File: config.mk
export PLATFORM = sky130hd
export DESIGN_NAME = ctp_timer_pair
export DESIGN_NICKNAME = d
export VERILOG_FILES = /design/src/ctp_pkg.sv /design/src/ctp_timer_pair.sv /design/src/ctp_timer_lane.sv
export VERILOG_INCLUDE_DIRS = /design/src /design/src/src
export SDC_FILE = /design/constraint.sdc
export NUM_CORES = 1
export LEC_CHECK = 0
export BUFFER_PORTS_ARGS = -buffer_cell sky130_fd_sc_hd__buf_4
export CORE_AREA = 2 2 122 124
export DETAILED_ROUTE_END_ITERATION = 6
export DIE_AREA = 0 0 124 126
export PLACE_DENSITY = 0.78
export SLEW_MARGIN = 30
export SYNTH_ARGS = -nofsm -noshare
export SYNTH_HDL_FRONTEND = slang
export SYNTH_SLANG_ARGS = --single-unit
File: constraint.sdc
create_clock -name ref_clk -period 5.91 [get_ports ref_clk]
set_input_delay 0 -clock ref_clk [delete_from_list [all_inputs] [get_ports ref_clk]]
set_output_delay 0 -clock ref_clk [all_outputs]
set_load 0.01 [all_outputs]
File: src/ctp_defs.svh
// Offsets, field positions, reset values and timing counts of the timer pair.
`ifndef CTP_DEFS_SVH
`define CTP_DEFS_SVH
`define CTP_OFF_LCTL     5'h00
`define CTP_OFF_UCTL     5'h04
`define CTP_OFF_LCNT     5'h08
`define CTP_OFF_UCNT     5'h0C
`define CTP_OFF_LPER     5'h10
`define CTP_OFF_UPER     5'h14
`define CTP_OFF_STAT     5'h18
`define CTP_OFF_MISC     5'h1C
`define CTP_BIT_RUN      15
`define CTP_BIT_IDLE     13
`define CTP_BIT_ECS_HI   9
`define CTP_BIT_ECS_LO   8
`define CTP_BIT_GATE     6
`define CTP_BIT_PS_HI    5
`define CTP_BIT_PS_LO    4
`define CTP_BIT_JOIN     3
`define CTP_BIT_SRC      1
`define CTP_LCTL_MASK    16'hA37A
`define CTP_UCTL_MASK    16'hA372
`define CTP_CTL_RESET    16'h0000
`define CTP_PER_RESET    16'hFFFF
`define CTP_PS_MAX       8'hFF
`endif

File: src/ctp_pkg.sv
// Types shared by the timer pair control block.
package ctp_pkg;
    typedef enum logic [1:0] {
        CTP_ECS_SECONDARY_OSCILLATOR = 2'h0,
        CTP_ECS_PAIR = 2'h1,
        CTP_ECS_LOW_POWER_RC_OSCILLATOR = 2'h2,
        CTP_ECS_GEN  = 2'h3
    } ctp_ecs_e;
    typedef struct packed {
        logic       run;
        logic       idleHalt;
        ctp_ecs_e   ecs;
        logic       gate;
        logic [1:0] prescale;
        logic       srcSel;
    } ctp_cfg_s;
    typedef enum logic [2:0] {
        CTP_BUS_IDLE = 3'b001,
        CTP_BUS_ACK  = 3'b010,
        CTP_BUS_HOLD = 3'b100
    } ctp_bus_e;
endpackage

File: src/ctp_timer_pair.sv
// Cascadable timer pair control with Avalon-MM register access.
//
// Added by the designer: the register offsets and the Avalon-MM slave port.
`timescale 1ns/10ps
`default_nettype none
`include "ctp_defs.svh"
module ctp_timer_pair
    import ctp_pkg::*;
#(
    parameter int REF_MHZ = 50
) (
    input  wire logic        ref_clk,
    input  wire logic        reset_n,
    input  wire logic        clkEn,
    input  wire logic [4:0]  address,
    input  wire logic        read,
    input  wire logic        write,
    input  wire logic [3:0]  byteenable,
    input  wire logic [31:0] writedata,
    output logic [31:0]      readdata,
    output logic             waitrequest,
    input  wire logic        idleMode,
    input  wire logic        genericExternalClockPin,
    input  wire logic        pairedExternalClockPin,
    input  wire logic        lowPowerRcOscillator,
    input  wire logic        secondaryOscillator,
    input  wire logic        lowerGatePin,
    input  wire logic        upperGatePin,
    output logic             lowerIrqFlag,
    output logic             upperIrqFlag,
    output logic             convTrigger
);
    // Refuses a reference clock too slow to make the half-rate tick.
    if (REF_MHZ < 2) begin : gBadClock
        $error("ctp_timer_pair: REF_MHZ too low");
    end
    logic [15:0] lowerCtl_q, upperCtl_q, lowerPer_q, upperPer_q;
    logic [4:0]  syn1_q, syn2_q, synPrev_q;
    logic        half_q;
    logic        lowerFlag_q, upperFlag_q, trig_q;
    logic [31:0] rdata_q;
    ctp_bus_e    bus_q;
    ctp_cfg_s    lowerCfg, upperCfg;
    logic [3:0]  lowerSrc, upperSrc;
    logic [4:0]  rise;
    logic        joined;
    logic        lowerTick, upperTick, lowerWrap, upperWrap, lowerFall, upperFall;
    logic [15:0] lowerCount, upperCount;
    logic        accWr, accRd, wrLowerCtl, wrUpperCtl;
    logic        matchJoined, lowerFlagSet, upperFlagSet;
    logic [15:0] wd16;
    function automatic ctp_cfg_s cfgOf(input logic [15:0] r);
        ctp_cfg_s c;
        c.run      = r[`CTP_BIT_RUN];
        c.idleHalt = r[`CTP_BIT_IDLE];
        c.ecs      = ctp_ecs_e'(r[`CTP_BIT_ECS_HI:`CTP_BIT_ECS_LO]);
        c.gate     = r[`CTP_BIT_GATE];
        c.prescale = r[`CTP_BIT_PS_HI:`CTP_BIT_PS_LO];
        c.srcSel   = r[`CTP_BIT_SRC];
        return c;
    endfunction
    // Pin inputs pass two flip-flops; the half-rate toggle makes Fosc/2.
    always_ff @(posedge ref_clk or negedge reset_n) begin
        if (!reset_n) begin
            syn1_q    <= 5'h00;
            syn2_q    <= 5'h00;
            synPrev_q <= 5'h00;
            half_q    <= 1'b0;
        end else if (clkEn) begin
            syn1_q    <= {upperGatePin, lowerGatePin, lowPowerRcOscillator, pairedExternalClockPin,
                          genericExternalClockPin};
            syn2_q    <= syn1_q;
            synPrev_q <= syn2_q;
            half_q    <= ~half_q;
        end
    end
    assign rise = syn2_q & ~synPrev_q;
    assign joined = lowerCtl_q[`CTP_BIT_JOIN];
    assign lowerCfg = cfgOf(lowerCtl_q);
    assign upperCfg = joined ? lowerCfg : cfgOf(upperCtl_q);
    // Secondary oscillator is ANDed with zero in the low-power RC slot, so it never adds a tick.
    assign lowerSrc = {rise[0], rise[1], rise[2] | (secondaryOscillator & 1'b0), half_q};
    assign upperSrc = {rise[0], rise[1], rise[1], half_q};
    ctp_timer_lane #(.WIDTH(16)) uLower (
        .ref_clk     (ref_clk),
        .reset_n     (reset_n),
        .clkEn       (clkEn),
        .cfg         (lowerCfg),
        .idleMode    (idleMode),
        .prescaleClr (wrLowerCtl && lowerCtl_q[`CTP_BIT_RUN]),
        .upperLane   (1'b0),
        .srcTick     (lowerSrc),
        .gateSync    (syn2_q[3]),
        .cntWe       (accWr && address == `CTP_OFF_LCNT),
        .cntWdata    (wd16),
        .period      (joined ? (matchJoined ? lowerPer_q : 16'hFFFF) : lowerPer_q),
        .chainIn     (1'b0),
        .chainMode   (1'b0),
        .tickOut     (lowerTick),
        .wrapOut     (lowerWrap),
        .gateFall    (lowerFall),
        .count       (lowerCount)
    );
    ctp_timer_lane #(.WIDTH(16)) uUpper (
        .ref_clk     (ref_clk),
        .reset_n     (reset_n),
        .clkEn       (clkEn),
        .cfg         (upperCfg),
        .idleMode    (idleMode),
        .prescaleClr (wrUpperCtl && upperCtl_q[`CTP_BIT_RUN] && !joined),
        .upperLane   (1'b1),
        .srcTick     (upperSrc),
        .gateSync    (syn2_q[4]),
        .cntWe       (accWr && address == `CTP_OFF_UCNT),
        .cntWdata    (wd16),
        .period      (upperPer_q),
        .chainIn     (lowerTick && (lowerCount == 16'hFFFF || matchJoined)),
        .chainMode   (joined),
        .tickOut     (upperTick),
        .wrapOut     (upperWrap),
        .gateFall    (upperFall),
        .count       (upperCount)
    );
    // Joined match compares both words against the 32-bit period.
    assign matchJoined = ({upperCount, lowerCount} == {upperPer_q, lowerPer_q});
    assign lowerFlagSet = !joined && (lowerWrap || lowerFall);
    assign upperFlagSet = joined ? (lowerTick && matchJoined) || lowerFall
                                 : (upperWrap || upperFall);
    // Bus access decode; a write of writedata low half.
    assign wd16 = writedata[15:0];
    assign accWr = (bus_q == CTP_BUS_ACK) && write && byteenable[1:0] == 2'h3;
    assign accRd = (bus_q == CTP_BUS_ACK) && read;
    assign wrLowerCtl = accWr && address == `CTP_OFF_LCTL;
    assign wrUpperCtl = accWr && address == `CTP_OFF_UCTL;
    assign waitrequest = (bus_q != CTP_BUS_ACK);
    assign readdata = rdata_q;
    // Bus sequencer: one wait cycle, then the answer edge.
    always_ff @(posedge ref_clk or negedge reset_n) begin
        if (!reset_n) begin
            bus_q <= CTP_BUS_IDLE;
        end else if (clkEn) begin
            case (bus_q)
                CTP_BUS_IDLE: bus_q <= (read || write) ? CTP_BUS_ACK : CTP_BUS_IDLE;
                CTP_BUS_ACK:  bus_q <= CTP_BUS_HOLD;
                CTP_BUS_HOLD: bus_q <= CTP_BUS_IDLE;
                default:      bus_q <= CTP_BUS_IDLE;
            endcase
        end
    end
    // Control and period registers; unimplemented bits never store.
    always_ff @(posedge ref_clk or negedge reset_n) begin
        if (!reset_n) begin
            lowerCtl_q <= `CTP_CTL_RESET;
            upperCtl_q <= `CTP_CTL_RESET;
            lowerPer_q <= `CTP_PER_RESET;
            upperPer_q <= `CTP_PER_RESET;
        end else if (clkEn) begin
            if (wrLowerCtl) lowerCtl_q <= wd16 & `CTP_LCTL_MASK;
            if (wrUpperCtl) upperCtl_q <= wd16 & `CTP_UCTL_MASK;
            if (accWr && address == `CTP_OFF_LPER) lowerPer_q <= wd16;
            if (accWr && address == `CTP_OFF_UPER) upperPer_q <= wd16;
        end
    end
    // Read data is registered; unmapped offsets read zero.
    always_ff @(posedge ref_clk or negedge reset_n) begin
        if (!reset_n) begin
            rdata_q <= 32'h0000_0000;
        end else if (clkEn && (bus_q == CTP_BUS_IDLE) && read) begin
            case (address)
                `CTP_OFF_LCTL: rdata_q <= {16'h0000, lowerCtl_q};
                `CTP_OFF_UCTL: rdata_q <= {16'h0000, upperCtl_q};
                `CTP_OFF_LCNT: rdata_q <= {16'h0000, lowerCount};
                `CTP_OFF_UCNT: rdata_q <= {16'h0000, upperCount};
                `CTP_OFF_LPER: rdata_q <= {16'h0000, lowerPer_q};
                `CTP_OFF_UPER: rdata_q <= {16'h0000, upperPer_q};
                `CTP_OFF_STAT: rdata_q <= {29'h0, trig_q, upperFlag_q, lowerFlag_q};
                default:       rdata_q <= 32'h0000_0000;
            endcase
        end
    end
    // Sticky flags: set wins over a software clear (write 1 to clear).
    always_ff @(posedge ref_clk or negedge reset_n) begin
        if (!reset_n) begin
            lowerFlag_q <= 1'b0;
            upperFlag_q <= 1'b0;
            trig_q      <= 1'b0;
        end else if (clkEn) begin
            if (lowerFlagSet) lowerFlag_q <= 1'b1;
            else if (accWr && address == `CTP_OFF_STAT && writedata[0]) lowerFlag_q <= 1'b0;
            if (upperFlagSet) upperFlag_q <= 1'b1;
            else if (accWr && address == `CTP_OFF_STAT && writedata[1]) upperFlag_q <= 1'b0;
            trig_q <= upperFlagSet;
        end
    end
    assign lowerIrqFlag = lowerFlag_q;
    assign upperIrqFlag = upperFlag_q;
    assign convTrigger  = trig_q;
endmodule
`default_nettype wire

File: src/ctp_timer_lane.sv
// One 16-bit timer lane: clock pick, prescaler, gate and period match.
`timescale 1ns/10ps
`default_nettype none
`include "ctp_defs.svh"
module ctp_timer_lane
    import ctp_pkg::*;
#(
    parameter int WIDTH = 16
) (
    input  wire logic             ref_clk,
    input  wire logic             reset_n,
    input  wire logic             clkEn,
    input  wire ctp_cfg_s         cfg,
    input  wire logic             idleMode,
    input  wire logic             prescaleClr,
    input  wire logic             upperLane,
    input  wire logic [3:0]       srcTick,
    input  wire logic             gateSync,
    input  wire logic             cntWe,
    input  wire logic [WIDTH-1:0] cntWdata,
    input  wire logic [WIDTH-1:0] period,
    input  wire logic             chainIn,
    input  wire logic             chainMode,
    output logic                  tickOut,
    output logic                  wrapOut,
    output logic                  gateFall,
    output logic [WIDTH-1:0]      count
);
    // Refuses lane widths that the counter logic cannot serve.
    if (WIDTH < 2 || WIDTH > 32) begin : gBadWidth
        $error("ctp_timer_lane: WIDTH out of range");
    end
    logic [7:0] psCnt_q;
    logic       gatePrev_q;
    logic       selTick;
    logic       extSel;
    logic       active;
    logic       preTick;
    logic       gateOn;
    logic [7:0] psLimit;
    // Clock pick: internal half-rate or the extended source.
    always_comb begin
        extSel = cfg.srcSel;
        if (!extSel) begin
            selTick = srcTick[0];
        end else if (upperLane) begin
            selTick = srcTick[2];
        end else begin
            case (cfg.ecs)
                CTP_ECS_GEN:  selTick = srcTick[3];
                CTP_ECS_LOW_POWER_RC_OSCILLATOR: selTick = srcTick[1];
                CTP_ECS_PAIR: selTick = srcTick[2];
                default:      selTick = 1'b0; // Secondary oscillator is not wired, so it never ticks.
            endcase
        end
    end
    assign gateOn  = cfg.gate && !extSel;
    assign active  = cfg.run && !(idleMode && cfg.idleHalt);
    // Prescale ratio limit per field value.
    always_comb begin
        case (cfg.prescale)
            2'h3:    psLimit = 8'hFF;
            2'h2:    psLimit = 8'h3F;
            2'h1:    psLimit = 8'h07;
            default: psLimit = 8'h00;
        endcase
    end
    assign preTick = active && selTick && (!gateOn || gateSync) && (psCnt_q >= psLimit);
    assign tickOut = chainMode ? chainIn : preTick;
    assign wrapOut = tickOut && (count == period);
    assign gateFall = gateOn && active && gatePrev_q && !gateSync;
    // Prescale counter; a control write clears it.
    always_ff @(posedge ref_clk or negedge reset_n) begin
        if (!reset_n) begin
            psCnt_q <= 8'h00;
        end else if (clkEn) begin
            if (prescaleClr || !active) begin
                psCnt_q <= 8'h00;
            end else if (selTick && (!gateOn || gateSync)) begin
                psCnt_q <= (psCnt_q >= psLimit) ? 8'h00 : psCnt_q + 8'h01;
            end
        end
    end
    // Count register: increments per tick, wraps to zero after the period.
    always_ff @(posedge ref_clk or negedge reset_n) begin
        if (!reset_n) begin
            count      <= '0;
            gatePrev_q <= 1'b0;
        end else if (clkEn) begin
            gatePrev_q <= gateSync;
            if (cntWe) begin
                count <= cntWdata;
            end else if (tickOut) begin
                count <= (count == period) ? '0 : count + 1'b1;
            end
        end
    end
endmodule
`default_nettype wire

==> run_results.csv <==
group,metric,value,unit
worst_setup_path,start_kind,"register",
layout,finalNetCount,905,
synthesis,ys_types,65,
grt,grt_pass1_wl,33.24,mm
worst_setup_path,critPathMaxFanout,15,
floorplan,start_util,53.85,%
worst_setup_path,critPathBufInv,0,
worst_hold_path,hold_class,"primary input to register",
detailed_routing,firstDrtPassIters,7,
detailed_routing,postRouteAntennaNets,0,
floorplan,die_h,126,µm
layout,area_growth,15.83,%
grt,grt_antenna_before_repair,0,
worst_setup_path,critPathTopFamily,"simple AND/OR/NAND/NOR gates",
detailed_routing,wl_per_cell,20.08,µm
detailed_routing,vias,6564,
clock_tree,clock_sinks,135,
timing,worst_slew_pin_slew,0.9358,ns
clock_tree,cts_buffer_depth,2,
worst_setup_path,endpoint_kind,"register",
placement,io_buffers,53,
detailed_routing,wirelength,20.74,mm
timing,slew_violations,0,
timing,finalCriticalPeriod,3.819,ns
timing,finClkSkew,0.009377,ns
detailed_routing,dr.first_iter.drc_count,882,
synthesis,synth_edf_count,0,
outcome,violations,"design-rule violations",
outcome,status,"finished, violations left",
floorplan,coreArea,0.01431,mm²
worst_setup_path,worstPathRequired,6.27,ns
floorplan,chipWidth,124,µm
grt,grt_pass1_vias,6329,
floorplan,ios,89,
detailed_routing,viasPerCell,6.354,
synthesis,syn_area_per_cell,9.896,µm²
worst_setup_path,crit_arrival,4.18,ns
layout,diodes,0,
synthesis,synthFlopType,"dfrtp_1",
timing,hold_viol_final,0,
worst_setup_path,critPathKind,"register to register",
layout,layout-drive-gt1-share,24.26,%
synthesis,syn_area,0.007709,mm²
synthesis,ys_seq_elements,135,
worst_setup_path,slowest_delay,0.77,ns
placement,globalplace.congestion,0.9688,
clock_tree,cts-root-buf,"clkbuf_16",
worst_setup_path,slowest_stage,"dfrtp_1",
layout,final_util,62.38,%
pwr,peakVddDrop,0.2155,mV
clock_tree,cts_tree,"yes",
synthesis,synth_warnings,0,
clock_tree,htreeDepth,4,
grt,grt_overflow_total,0,
timing,finalSetupViolations,0,
synthesis,synth_cells,779,
timing,slew_headroom,37.04,%
clock_tree,cts.clk_slew.worst_paths,0.06,ns
layout,final_common_cell,"dfrtp_1",
detailed_routing,drc,15,
synthesis,ys_seq_area_share,44.36,%
grt,grt_max_degree,85,
worst_setup_path,cpMostUsedCell,"nand3_1",
clock_tree,post_cts_buffers,0,
pwr,p_leak,0.003808,µW
floorplan,num_rows,44,
clock_tree,numCtsBuffers,17,
placement,post-dp-hpwl,14.18,mm
timing,final.period_utilization,64.61,%
timing,timing.fmax,261.9,MHz
grt,grtUsageTotal,27.79,%
worst_setup_path,path_cells,"mux2i_1 > or2_2 > ha_1 > and3_1 > nand3_1 > o31ai_1 > nand3_1 > a21bo_2 > nand4_1 > or3b_2 > nand3_1",
clock_tree,insertion_delay,0.42,ns
timing,fin_tns_setup,0,ns
layout,final_cell_mix,"dfrtp_1, o21ai_0, mux2_2",
pwr,p_per_area,249.2,mW/mm²
placement,numPlacedInstances,977,
floorplan,die-area,0.01562,mm²
layout,fin_cells,1033,
job,max-cap-violations,0,
synthesis,async_flop_share,100.0,%
timing,rsz0062_at_grt,"no",
[state kept, by name, indices dropped and copies added (netlist names), 9 cells and up]
| name | flops |
|---|---|
| uLower.count | 16 |
| upperPer_q | 16 |
| uUpper.count | 16 |
| lowerPer_q | 16 |
| lowerCtl_q | 9 |
| readdata | 16 |
[worst register-to-register path: stages, from the launching register on]
cell	delay (ns)
dfrtp_1	0.77
mux2i_1	0.29
or2_2	0.37
ha_1	0.29
and3_1	0.17
nand3_1	0.08
o31ai_1	0.29
nand3_1	0.16
a21bo_2	0.27
nand4_1	0.38
or3b_2	0.59
nand3_1	0.09
[layout make-up]
cell class	instances	area, µm²
flip-flops and latches	135	3420
fillers	1156	5385
repair buffers	83	686.9
inverters	25	93.84
clock buffers	17	425.4
clock inverters	15	130.1
well taps	184	230.2
multi-input cells	574	3943
[power by group]
part	switching (µW)	internal, µW
clock network	418	577
logic	131	94.3
registers	36.4	969
total	585	1640
[metrics by stage]
step / power (µW) / worst slack, ns / hold WS [ns] / area (µm²)
CTS: 2233 / 2.222 / 0.05858 / 8916
global route: 2310 / 1.877 / 0.08634 / 8929
finish: 2225 / 2.091 / 0.07902 / 8929
global placement: 1218 / 2.268 / 0.1025 / 8120
detailed placement: 1224 / 2.260 / 0.09482 / 8120
floorplan: 1142 / 2.720 / -0.2956 / 7765
[synth_stat cells (all sizes together), types with 19 or more instances]
cell type    n  area, µm²
a21oi       39      195.2
clkbuf      30      112.6
xnor2       29      254.0
nand2       48      180.2
buf         30      215.2
nor2        39      162.7
nand3       28      140.1
o21ai       89      449.2
mux2        63      709.4
mux2i       19      190.2
dfrtp      102       2552
and3        23      143.9
dfstp       33      867.1
inv         25      93.84
[logic make-up after synthesis]
group	after synthesis	share of synthesized area [%]
fa+ha+maj	16	2.597
compound gates	215	17.51
other cells	1	0.04865
flops	135	44.36
simple gates	214	14.82
buf+inv	85	5.470
mux	82	11.67
xor+xnor	31	3.522
[path summary, 6_finish.rpt]
| check | slack (ns) | depth (start not counted) | to | startpoint |
|---|---|---|---|---|
| max | 2.09 | 11 | uUpper.count[4] | lowerCtl_q[3] |
| min | 0.08 | 3 | bus_q[0] | clkEn |
| max reg2reg | 2.09 | 11 | uUpper.count[4] | lowerCtl_q[3] |
| min reg2reg | 0.48 | 1 | readdata[3] | readdata[3] |
| max in group asynchronous | 4.53 | 3 | uLower.count[12] | reset_n |
| min in group asynchronous | 0.18 | 2 | syn1_q[0] | reset_n |
[what timing repair did]
action,4_1_cts,5_1_grt
resized for setup,0,0
endpoints found under the hold margin,154,0
hold buffers,24,0
[per-layer routing]
metal	track usage (%)	up-vias	share of wire, %	wire, µm
met2	42.86	339	46	9556
met5	0	-	0	0
met1	38.39	3227	42	8714
met4	9.319	0	2.7	564
met3	6.975	52	9.2	1904
li1	-	2946	-	-
No activity file was read; power rests on OpenSTA's default activity.
